`config.mk`:
```
export PLATFORM = sky130hd
export DESIGN_NAME = parameter_access_lock
export DESIGN_NICKNAME = d
export VERILOG_FILES = /design/src/pal_pkg.sv /design/src/pal_check_if.sv /design/src/parameter_access_lock.sv /design/src/pal_checker.sv
export SDC_FILE = /design/constraint.sdc
export NUM_CORES = 1
export LEC_CHECK = 0
export BUFFER_PORTS_ARGS = -buffer_cell sky130_fd_sc_hd__buf_2
export CELL_PAD_IN_SITES_DETAIL_PLACEMENT = 0
export CELL_PAD_IN_SITES_GLOBAL_PLACEMENT = 1
export CORE_UTILIZATION = 45
export CTS_CLUSTER_DIAMETER = 30
export DETAILED_ROUTE_END_ITERATION = 6
export MAX_ROUTING_LAYER = met4
export PLACE_DENSITY = 0.8
export SYNTH_ARGS = -nofsm -noshare
export SYNTH_HDL_FRONTEND = slang
export SYNTH_SLANG_ARGS = --single-unit
```
`constraint.sdc`:
```
create_clock -name clk -period 7.4 [get_ports clk]
set_input_delay 1.11 -clock clk [delete_from_list [all_inputs] [get_ports clk]]
set_output_delay 1.11 -clock clk [all_outputs]
set_load 0.005 [all_outputs]
```
`src/pal_pkg.sv`:
```
// Constants, types and permission functions for the parameter access lock
package pal_pkg;

   // ----------------------------------------------------------------
   // Register map (byte offsets)
   // ----------------------------------------------------------------
   localparam logic [7:0] PAL_LOCK_OFS = 8'h00;
   localparam logic [7:0] PAL_STAT_OFS = 8'h04;
   localparam logic [7:0] PAL_PW_A_OFS = 8'h08;
   localparam logic [7:0] PAL_PW_B_OFS = 8'h0C;
   localparam logic [7:0] PAL_UF_BASE_OFS = 8'h10;
   localparam logic [7:0] PAL_UF_LAST_OFS = 8'h2C;
   localparam int PAL_UF_SLOTS = 8;
   localparam int PAL_UF_IDX_W = 3;

   // ----------------------------------------------------------------
   // Field layout
   // ----------------------------------------------------------------
   localparam int PAL_LEVEL_LSB = 0;
   localparam int PAL_LEVEL_W = 2;
   localparam int PAL_SERIAL_BIT = 4;
   localparam int PAL_LOADER_BIT = 5;
   localparam int PAL_PW_W = 16;
   localparam int PAL_PW1_LSB = 0;
   localparam int PAL_PW2_LSB = 16;
   localparam int PAL_ITEM_W = 8;
   localparam int PAL_UF_VALID_BIT = 8;
   localparam int PAL_STAT_PWLOCK_BIT = 0;
   localparam int PAL_STAT_REFUSED_BIT = 1;
   localparam logic [2:0] PAL_HSIZE_WORD = 3'h2;

   // ----------------------------------------------------------------
   // Reset values and key-lock levels
   // ----------------------------------------------------------------
   localparam logic [1:0] PAL_LVL_ALL = 2'h0;
   localparam logic [1:0] PAL_LVL_TWO = 2'h1;
   localparam logic [1:0] PAL_LVL_THREE = 2'h2;
   localparam logic [1:0] PAL_LVL_FOUR = 2'h3;
   localparam logic [15:0] PAL_PW_RESET = 16'h0000;
   localparam logic [31:0] PAL_ZERO_WORD = 32'h00000000;

   // ----------------------------------------------------------------
   // Port item codes that stay reachable under a port lock
   // ----------------------------------------------------------------
   localparam logic [7:0] PAL_ITEM_DECIMAL_POINT = 8'h01;
   localparam logic [7:0] PAL_ITEM_REMOTE_SETPOINT = 8'h02;
   localparam logic [7:0] PAL_ITEM_MODE_FIRST = 8'h10;
   localparam logic [7:0] PAL_ITEM_MODE_LAST = 8'h14;
   localparam logic [7:0] PAL_ITEM_MON_FIRST = 8'h20;
   localparam logic [7:0] PAL_ITEM_MON_LAST = 8'h3F;

   typedef enum logic [3:0] {
      PAL_CLS_MODE = 4'h0,
      PAL_CLS_EVENT = 4'h1,
      PAL_CLS_OPDISP = 4'h2,
      PAL_CLS_SETPOINT = 4'h3,
      PAL_CLS_USER_FUNCTION = 4'h4,
      PAL_CLS_LOCK = 4'h5,
      PAL_CLS_MANUAL = 4'h6,
      PAL_CLS_MODE_KEY = 4'h7,
      PAL_CLS_OTHER = 4'h8
   } pal_class_type;

   // Key change allowed at a given key-lock level
   function automatic logic pal_key_allowed(input logic [1:0] lvl, input pal_class_type cls);
      logic top;
      top = (cls == PAL_CLS_USER_FUNCTION) || (cls == PAL_CLS_LOCK) ||
            (cls == PAL_CLS_MANUAL) || (cls == PAL_CLS_MODE_KEY);
      unique case (lvl)
         PAL_LVL_ALL: pal_key_allowed = 1'b1;
         PAL_LVL_TWO: pal_key_allowed = top || (cls == PAL_CLS_MODE) || (cls == PAL_CLS_EVENT) ||
                                        (cls == PAL_CLS_OPDISP) || (cls == PAL_CLS_SETPOINT);
         PAL_LVL_THREE: pal_key_allowed = top || (cls == PAL_CLS_OPDISP) || (cls == PAL_CLS_SETPOINT);
         PAL_LVL_FOUR: pal_key_allowed = top;
      endcase
   endfunction

   // Items a locked port may still read and write
   function automatic logic pal_is_exempt(input logic [7:0] item);
      pal_is_exempt = (item == PAL_ITEM_DECIMAL_POINT) || (item == PAL_ITEM_REMOTE_SETPOINT) ||
                      ((item >= PAL_ITEM_MODE_FIRST) && (item <= PAL_ITEM_MODE_LAST)) ||
                      ((item >= PAL_ITEM_MON_FIRST) && (item <= PAL_ITEM_MON_LAST));
   endfunction

endpackage

```
`src/pal_check_if.sv`:
```
// Signals between the lock registers and the permission checker
`timescale 1ns/1ps
interface pal_check_if;
   import pal_pkg::*;
   logic [1:0] key_level;
   logic serial_lock;
   logic loader_lock;
   logic pw_lock;
   pal_class_type key_class;
   logic key_grant;
   logic key_show;
   logic [7:0] rs_item;
   logic rs_grant;
   logic [7:0] ld_item;
   logic ld_grant;
   modport regs (output key_level, serial_lock, loader_lock, pw_lock, key_class, rs_item, ld_item,
                 input key_grant, key_show, rs_grant, ld_grant);
   modport chk (input key_level, serial_lock, loader_lock, pw_lock, key_class, rs_item, ld_item,
                output key_grant, key_show, rs_grant, ld_grant);
endinterface

```
`src/parameter_access_lock.sv`:
```
// Parameter access lock: lock registers, AHB-Lite slave and access gating
//
// The implementer's own choices: the AHB-Lite slave port and the register addresses.
`timescale 1ns/1ps
module parameter_access_lock (
   // Clock and reset
   input wire logic clk,
   input wire logic rst,
   // AHB-Lite slave
   input wire logic hsel,
   input wire logic [31:0] haddr,
   input wire logic [1:0] htrans,
   input wire logic hwrite,
   input wire logic [2:0] hsize,
   input wire logic [31:0] hwdata,
   input wire logic hready,
   output logic hreadyout,
   output logic [31:0] hrdata,
   output logic hresp,
   // Front keys
   input wire logic key_req,
   input wire pal_pkg::pal_class_type key_class,
   output logic key_grant,
   output logic key_show,
   // RS-485 port
   input wire logic rs_req,
   input wire logic [7:0] rs_item,
   output logic rs_grant,
   // Loader port
   input wire logic ld_req,
   input wire logic [7:0] ld_item,
   output logic ld_grant,
   // Parameter store
   input wire logic uf_item_displayable,
   output logic [1:0] key_lock_level,
   output logic serial_lock,
   output logic loader_lock,
   output logic password_lock
);
   import pal_pkg::*;

   // ----------------------------------------------------------------
   // Storage
   // ----------------------------------------------------------------
   logic [15:0] pw1a;
   logic [15:0] pw2a;
   logic [15:0] pw1b;
   logic [15:0] pw2b;
   logic [8:0] uf_slot [PAL_UF_SLOTS];
   logic refused;
   logic dp_write;
   logic [7:0] dp_addr;
   logic ap_valid;
   logic ap_mapped;
   logic [31:0] next_rdata;
   logic dp_lock;
   logic dp_pw_a;
   logic dp_pw_b;
   logic dp_stat;
   logic dp_uf;
   logic [2:0] dp_uf_idx;
   logic any_denied;
   pal_check_if ck ();

   // Slot number of a byte offset, shared by the read and the write path
   function automatic logic [PAL_UF_IDX_W-1:0] slot_index(input logic [7:0] ofs);
      slot_index = ofs[4:2] - PAL_UF_BASE_OFS[4:2];
   endfunction

   // ----------------------------------------------------------------
   // Permission checker
   // ----------------------------------------------------------------
   pal_checker u_checker (
      .ck(ck)
   );

   assign ck.key_level = key_lock_level;
   assign ck.serial_lock = serial_lock;
   assign ck.loader_lock = loader_lock;
   assign ck.pw_lock = password_lock;
   assign ck.key_class = key_class;
   assign ck.rs_item = rs_item;
   assign ck.ld_item = ld_item;
   // Grants are combinational so a keypress or frame is judged in its own cycle
   assign key_grant = key_req && ck.key_grant;
   assign key_show = ck.key_show;
   assign rs_grant = rs_req && ck.rs_grant;
   assign ld_grant = ld_req && ck.ld_grant;

   // Confirmation copies differ: password lock
   assign password_lock = (pw1a != pw1b) || (pw2a != pw2b);

   // ----------------------------------------------------------------
   // AHB-Lite address phase
   // ----------------------------------------------------------------
   assign hreadyout = 1'b1;
   assign hresp = 1'b0;
   assign ap_valid = hsel && htrans[1] && hready;
   assign ap_mapped = (haddr[31:8] == 24'h000000) && (haddr[1:0] == 2'h0) &&
                      (haddr[7:0] <= PAL_UF_LAST_OFS);

   always_comb begin
      next_rdata = PAL_ZERO_WORD;
      if (ap_mapped) begin
         if (haddr[7:0] == PAL_LOCK_OFS) begin
            next_rdata[PAL_LEVEL_LSB +: PAL_LEVEL_W] = key_lock_level;
            next_rdata[PAL_SERIAL_BIT] = serial_lock;
            next_rdata[PAL_LOADER_BIT] = loader_lock;
         end else if (haddr[7:0] == PAL_STAT_OFS) begin
            next_rdata[PAL_STAT_PWLOCK_BIT] = password_lock;
            next_rdata[PAL_STAT_REFUSED_BIT] = refused;
         end else if (haddr[7:0] == PAL_PW_A_OFS) begin
            // Primary password pair reads as zero while locked; the confirmation pair does not
            if (!password_lock) begin
               next_rdata[PAL_PW1_LSB +: PAL_PW_W] = pw1a;
               next_rdata[PAL_PW2_LSB +: PAL_PW_W] = pw2a;
            end
         end else if (haddr[7:0] == PAL_PW_B_OFS) begin
            next_rdata[PAL_PW1_LSB +: PAL_PW_W] = pw1b;
            next_rdata[PAL_PW2_LSB +: PAL_PW_W] = pw2b;
         end else if (haddr[7:0] >= PAL_UF_BASE_OFS) begin
            next_rdata[PAL_UF_VALID_BIT:0] = uf_slot[slot_index(haddr[7:0])];
         end
      end
   end

   // Read data is registered, so it stands during the data phase
   always_ff @(posedge clk or posedge rst) begin
      if (rst) begin
         hrdata <= PAL_ZERO_WORD;
      end else if (ap_valid && !hwrite) begin
         hrdata <= next_rdata;
      end
   end

   always_ff @(posedge clk or posedge rst) begin
      if (rst) begin
         dp_write <= 1'b0;
         dp_addr <= 8'h00;
      end else begin
         dp_write <= ap_valid && hwrite && ap_mapped && (hsize == PAL_HSIZE_WORD);
         dp_addr <= haddr[7:0];
      end
   end

   // ----------------------------------------------------------------
   // AHB-Lite data phase decode
   // ----------------------------------------------------------------
   assign dp_lock = dp_write && (dp_addr == PAL_LOCK_OFS);
   assign dp_stat = dp_write && (dp_addr == PAL_STAT_OFS);
   assign dp_pw_a = dp_write && (dp_addr == PAL_PW_A_OFS);
   assign dp_pw_b = dp_write && (dp_addr == PAL_PW_B_OFS);
   assign dp_uf = dp_write && (dp_addr >= PAL_UF_BASE_OFS);
   assign dp_uf_idx = slot_index(dp_addr);

   // ----------------------------------------------------------------
   // Lock settings
   // ----------------------------------------------------------------
   always_ff @(posedge clk or posedge rst) begin
      if (rst) begin
         key_lock_level <= PAL_LVL_ALL;
         serial_lock <= 1'b0;
         loader_lock <= 1'b0;
      end else if (dp_lock && !password_lock) begin
         key_lock_level <= hwdata[PAL_LEVEL_LSB +: PAL_LEVEL_W];
         serial_lock <= hwdata[PAL_SERIAL_BIT];
         loader_lock <= hwdata[PAL_LOADER_BIT];
      end
   end

   // ----------------------------------------------------------------
   // Passwords
   // ----------------------------------------------------------------
   // Writing the primary pair also loads the confirmation pair, so only
   // a later write of a different confirmation value can set the lock.
   always_ff @(posedge clk or posedge rst) begin
      if (rst) begin
         pw1a <= PAL_PW_RESET;
         pw2a <= PAL_PW_RESET;
      end else if (dp_pw_a && !password_lock) begin
         pw1a <= hwdata[PAL_PW1_LSB +: PAL_PW_W];
         pw2a <= hwdata[PAL_PW2_LSB +: PAL_PW_W];
      end
   end

   always_ff @(posedge clk or posedge rst) begin
      if (rst) begin
         pw1b <= PAL_PW_RESET;
         pw2b <= PAL_PW_RESET;
      end else if (dp_pw_b || (dp_pw_a && !password_lock)) begin
         pw1b <= hwdata[PAL_PW1_LSB +: PAL_PW_W];
         pw2b <= hwdata[PAL_PW2_LSB +: PAL_PW_W];
      end
   end

   // ----------------------------------------------------------------
   // User function slots
   // ----------------------------------------------------------------
   always_ff @(posedge clk or posedge rst) begin
      if (rst) begin
         for (int i = 0; i < PAL_UF_SLOTS; i++) begin
            uf_slot[i] <= 9'h000;
         end
      end else if (dp_uf && uf_item_displayable) begin
         uf_slot[dp_uf_idx] <= hwdata[PAL_UF_VALID_BIT:0];
      end
   end

   // ----------------------------------------------------------------
   // Sticky refused flag, write one to clear, a new refusal wins
   // ----------------------------------------------------------------
   assign any_denied = (key_req && !ck.key_grant) || (rs_req && !ck.rs_grant) ||
                       (ld_req && !ck.ld_grant) || (dp_uf && !uf_item_displayable) ||
                       (dp_lock && password_lock);

   always_ff @(posedge clk or posedge rst) begin
      if (rst) begin
         refused <= 1'b0;
      end else if (any_denied) begin
         refused <= 1'b1;
      end else if (dp_stat && hwdata[PAL_STAT_REFUSED_BIT]) begin
         refused <= 1'b0;
      end
   end
endmodule // parameter_access_lock

```
`src/pal_checker.sv`:
```
// Combinational permission checker for keys and both ports
`timescale 1ns/1ps
module pal_checker (
   // Lock state and requests
   pal_check_if.chk ck
);
   import pal_pkg::*;

   // ----------------------------------------------------------------
   // Key permission
   // ----------------------------------------------------------------
   always_comb begin
      ck.key_grant = pal_key_allowed(ck.key_level, ck.key_class);
      // Key-locked items stay visible unless the password lock hides them
      ck.key_show = !ck.pw_lock || ck.key_grant;
   end

   // ----------------------------------------------------------------
   // Port permission
   // ----------------------------------------------------------------
   always_comb begin
      ck.rs_grant = !ck.serial_lock || pal_is_exempt(ck.rs_item);
      ck.ld_grant = !ck.loader_lock || pal_is_exempt(ck.ld_item);
   end

endmodule // pal_checker

```
Word level (Yosys, flattened, before mapping)

Index checks and enable logic that the tools add are counted.

Reductions and logical operators: 69
Add/subtract/negate cells: 2
Magnitude comparators: 14
Equal/unequal tests: 23
Bitwise logic cells: 2
Mux-type cells: 21

Operator list:

| operator           | number |
|---|---|
| $mux 32            | 3 |
| $bwmux 72          | 1 |
| $mux 9             | 5 |
| $eq 8x4->1 const B | 4 |
| $ge 8x5->1 const B | 4 |
| $ne 16x16->1       | 2 |
| $logic_and 1x1->1  | 30 |
| $mux 30            | 1 |
| $bmux 9 s3         | 1 |
| $demux 9 s3        | 1 |
| $mux 26            | 1 |
| $le 8x6->1 const B | 3 |
| $logic_not 24->1   | 1 |
| $logic_or 1x1->1   | 24 |
| $mux 23            | 1 |
| $eq 4x3->1 const B | 4 |
| $eq 8x1->1 const B | 2 |
| $eq 8x2->1 const B | 2 |
| $eq 8x3->1 const B | 2 |
| $ge 8x6->1 const B | 2 |
| $le 8x5->1 const B | 2 |
| $logic_not 8->1    | 2 |
| $eq 4x2->1 const B | 2 |
| $ge 4x4->1 const B | 2 |
| other kinds (14)   | 29 |

Bits in registers: 182
Logic and storage cells: 150
Input port bits: 98

Depth between registers and ports, before layout

Depth after elaboration: 16
Gate-level depth with buffers: 8
Mapped depth without buffers: 7

Modules after synthesis

Synthesis repeated with hierarchy kept, for this count alone.

Cells, all modules: 680
Area, all modules: 8,660.8 µm²

By module, submodules not included:

| module                | cells each | area each (µm²) | times used |
|---|---|---|---|
| parameter_access_lock | 655        | 8,465.6         | 1 |
| pal_checker           | 25         | 195.2           | 1 |

Least setup slack after synthesis

No wires, ideal clock.

Path type: input to output
Start: in rs_item[1]
End: out rs_grant
Path buffers: 0
Setup slack: 4.483 ns
Arrival: 1.807 ns
Cell stages on the path: 5
Cells stage by stage: nor2b_1 > o21ai_0 > a21oi_1 > o31ai_1 > and2_1

Cells in the longest elaborated chain, start to end: 6
Elaborated cells on any way between the ends: 13
Those cells by class: order compare (4); eq/ne (2); reduce/logical (7)

Ends and longest elaborated chain:

| element                                               | line                         | RTL |
|---|---|---|
| start: declaration                                    | parameter_access_lock.sv:27  | `input wire logic [7:0] rs_item,` |
| $ge 8x5->1 (tied with other cells)                    | pal_pkg.sv:81                | `((item >= PAL_ITEM_MODE_FIRST) && (item <= PAL_ITEM_MODE_LAST)) \|\|` |
| $logic_and 1x1->1 or $logic_or 1x1->1 (tied branches) | pal_pkg.sv:81, pal_pkg.sv:80 |  |
| $logic_or 1x1->1                                      | pal_pkg.sv:80                | `pal_is_exempt = (item == PAL_ITEM_DECIMAL_POINT) \|\| (item == PAL_ITEM_REMOTE_SETPOINT) \|\|` |
| $logic_or 1x1->1 (*)                                  | pal_pkg.sv:81                |  |
| $logic_or 1x1->1 (*)                                  | pal_checker.sv:22            | `ck.rs_grant = !ck.serial_lock \|\| pal_is_exempt(ck.rs_item);` |
| $logic_and 1x1->1 (*)                                 | parameter_access_lock.sv:87  | `assign rs_grant = rs_req && ck.rs_grant;` |
| end: declaration                                      | parameter_access_lock.sv:28  | `output logic rs_grant,` |

Every way passes the cells marked *; elsewhere a longest branch is shown, timed or not.

Final worst setup path

Start: reg pw1b[10]
End: out key_show

Cells in the longest elaborated chain, start to end: 4

Ends and longest elaborated chain:

| element                  | line                         | RTL |
|---|---|---|
| start: declaration       | parameter_access_lock.sv:47  | `logic [15:0] pw1b;` |
| start signal: assignment | parameter_access_lock.sv:191 | `pw1b <= hwdata[PAL_PW1_LSB +: PAL_PW_W];` |
| $ne 16x16->1             | parameter_access_lock.sv:91  | `assign password_lock = (pw1a != pw1b) \|\| (pw2a != pw2b);` |
| $logic_or 1x1->1         | parameter_access_lock.sv:91  |  |
| $logic_not 1->1          | pal_checker.sv:15            | `ck.key_show = !ck.pw_lock \|\| ck.key_grant;` |
| $logic_or 1x1->1         | pal_checker.sv:15            |  |
| end: declaration         | parameter_access_lock.sv:24  | `output logic key_show,` |

Every way passes these cells.

==> results.sh <==
export IMPL_drt_pass1_iter_count=6
export IMPL_wl_met1_mm=11.4
export IMPL_hold_buffers=0
export IMPL_outcome="finished, final reports clean"
export IMPL_cts_tree="built"
export IMPL_pre_cts_slack_ns=3.39
export IMPL_finalSetupViolations=0
export IMPL_drc=0
export IMPL_synth_edf_count=0
export IMPL_fp_dieArea_mm2=0.0213
export IMPL_maxSlewHeadroom=0.237
export IMPL_synth_cell_area_mm2=0.00933
export IMPL_fmaxAchievable_ghz=0.251
export IMPL_via_per_inst=5.89
export IMPL_start_kind="flip-flop"
export IMPL_clkLatencyLatePin_ns=0.44
export IMPL_ios=141
export IMPL_design_area_mm2=0.0107
export IMPL_postCtsSetupBuffers=0
export IMPL_rsz0062_at_grt="false"
export IMPL_postRouteAntennaNets=0
export IMPL_cellPowerDensity_mw_per_mm2=191
export IMPL_layout_setup_ws_ns=3.42
export IMPL_place_congestion=0.769
export IMPL_post_drt_wl_per_cell_um=20.4
export IMPL_num_rows=52
export IMPL_grt_pass1_wl_mm=40.3
export IMPL_synth_top_area_cell="dfrtp_1"
export IMPL_ys_ff_latch=182
export IMPL_yosysSeqAreaShare=0.488
export IMPL_track_usage=0.251
export IMPL_critPathArrivalTime_ns=2.87
export IMPL_initial_utilization=0.460
export IMPL_vias=7217
export IMPL_hold_violations=0
export IMPL_wl_met3_um=995
export IMPL_end_kind="output port"
export IMPL_gr_total_overflow=0
export IMPL_min_period_over_period=0.538
export IMPL_clock_sinks=182
export IMPL_die_h_um=146
export IMPL_hp_class="reg -> reg"
export IMPL_grt_pass1_vias=7217
export IMPL_placement_io_buffers=136
export IMPL_cellLeakagePower_nw=5.03
export IMPL_syn_to_final_growth_pct=15.0
export IMPL_nets=1042
export IMPL_routed_wl_mm=25.0
export IMPL_clock_path_buffers=2
export IMPL_cp_max_fo=33
export IMPL_numCtsBuffers=17
export IMPL_antenna_found_initial=0
export IMPL_core_mm2=0.0203
export IMPL_syn_area_per_cell_um2=11.0
export IMPL_async_flop_share=1.00
export IMPL_ys_types=49
export IMPL_worstMarginPinSlew_ns=1.14
export IMPL_fin_worst_skew_ns=0.0141
export IMPL_final_cell_mix="dfrtp_1 (181), buf_2 (136), mux2_2 (76)"
export IMPL_clk_pin_slew_ns=0.07
export IMPL_synth_area_leaders="dfrtp_1 (49%), mux2_2 (9.2%), mux4_2 (4.3%)"
export IMPL_power_w=0.00205
export IMPL_place_hpwl_mm=15.2
export IMPL_highest_layer="met4"
export IMPL_root_buffer="clkbuf_16"
export IMPL_syn_instance_count=852
export IMPL_tns_ns=0
export IMPL_post_cts_resized=0
export IMPL_critPathRequiredTime_ns=6.29
export IMPL_yosysWarnings=0
export IMPL_h_tree_depth=4
export IMPL_grt_max_degree=110
export IMPL_critical_path_class="reg -> out"
export IMPL_slew_violations=0
export IMPL_post_route_min_period_ns=3.98
export IMPL_synth_ff_type="dfrtp_1"
export IMPL_first_iter_violations=623
export IMPL_drive_above_1_share=0.295
export IMPL_synth_nets=953
export IMPL_met2_length_mm=12.2
export IMPL_fin_util=0.528
export IMPL_place_area_mm2=0.0101
export IMPL_fillerInstances=1857
export IMPL_final_common_cell="dfrtp_1"
export IMPL_maxCapViolCount=0
export IMPL_synth_top_area_frac=0.488
export IMPL_ir_drop_uv=156
export IMPL_die_x_um=146
## area by class of cell
type	instances	area, µm²	area share
antenna	1	2.50	0.000233
clock buffer	20	457	0.0426
timing repair buffer	146	756	0.0704
clock inverter	12	153	0.0142
tap	270	338	0.0315
inverter	45	174	0.0162
multi-input combinational	549	4290	0.400
sequential	182	4560	0.425
## final timing paths
check                           start          end  slack (ns)  depth (start not counted)
setup reg to reg           dp_addr[4]     pw1a[15]        3.98                          6
hold / removal             hrdata[19]   hrdata[19]        0.47                          2
min in group asynchronous         rst     pw1b[12]        0.90                          2
hold reg to reg            hrdata[19]   hrdata[19]        0.47                          2
setup / recovery             pw1b[10]     key_show        3.42                          8
max in group asynchronous         rst  uf_slot[31]        5.00                          3
## sequential cells by signal, indices dropped and copies added (netlist names), 2 cells and up
signal,cells
hrdata,32
dp_addr,8
pw1b,16
uf_slot,72
pw2a,16
pw1a,16
pw2b,16
key_lock_level,2
## per-stage QoR
stage / cells / hold slack, ns
6_report: 1225 / 0.472
5_1_grt: 1224 / 0.500
4_1_cts: 1224 / 0.477
3_5_place_dp: 1192 / 0.462
3_3_place_gp: 1192 / 0.455
2_1_floorplan: 852 / 0.473
## routing by layer
metal	GRT usage	vias to the layer above
li1	-	3329
met1	0.327	3671
met2	0.407	191
met3	0.0408	26
met4	0.0703	0
met5	-	-
## cell families after synthesis
logic type	count (synthesis)	synth area share
mux	127	0.175
xor+xnor	32	0.0300
fa+ha+maj	3	0.00402
buf+inv	121	0.0535
other cells	2	0.000805
compound gates	156	0.118
simple gates	229	0.131
flops	182	0.488
## synth_stat cells, types with 2 or more instances
cell type  number
nor3_1          6
dfrtp_1       182
buf_6           3
nor3_2          2
a211oi_1        3
o21ai_1         3
clkbuf_1       59
nand2b_1        2
and4_1          3
and3b_1         2
and2_1          2
a2111oi_0       3
nor2b_1        31
nand4_1        40
or4_1           4
nor2_1         43
buf_4           2
mux2_1         32
inv_1          45
o31ai_1        24
xor2_1         32
mux2_2         76
nand3b_1        7
mux4_2         18
a21oi_1         7
buf_2          12
nand2_1        52
o311ai_0       33
o21ai_0        12
o211ai_1       10
ha_1            3
conb_1          2
nor4_1         19
a31oi_1        55
nand3_1         9
## power by group
part           leakage (nW)  internal, W  switching [W]
clock                 0.288     0.000549       0.000393
combinational          2.40    0.0000352      0.0000713
sequential             2.34     0.000998     0.00000336
## worst max-delay path, cell delays in order (launching register included)
cell,delay [ns]
dfrtp_1,0.41
xor2_1,0.19
nor4_1,0.58
nand4_1,0.40
nor2_2,0.19
buf_4,0.38
inv_1,0.10
nand2_1,0.07
buf_2,0.11
No activity file was read; power rests on OpenSTA's default activity.
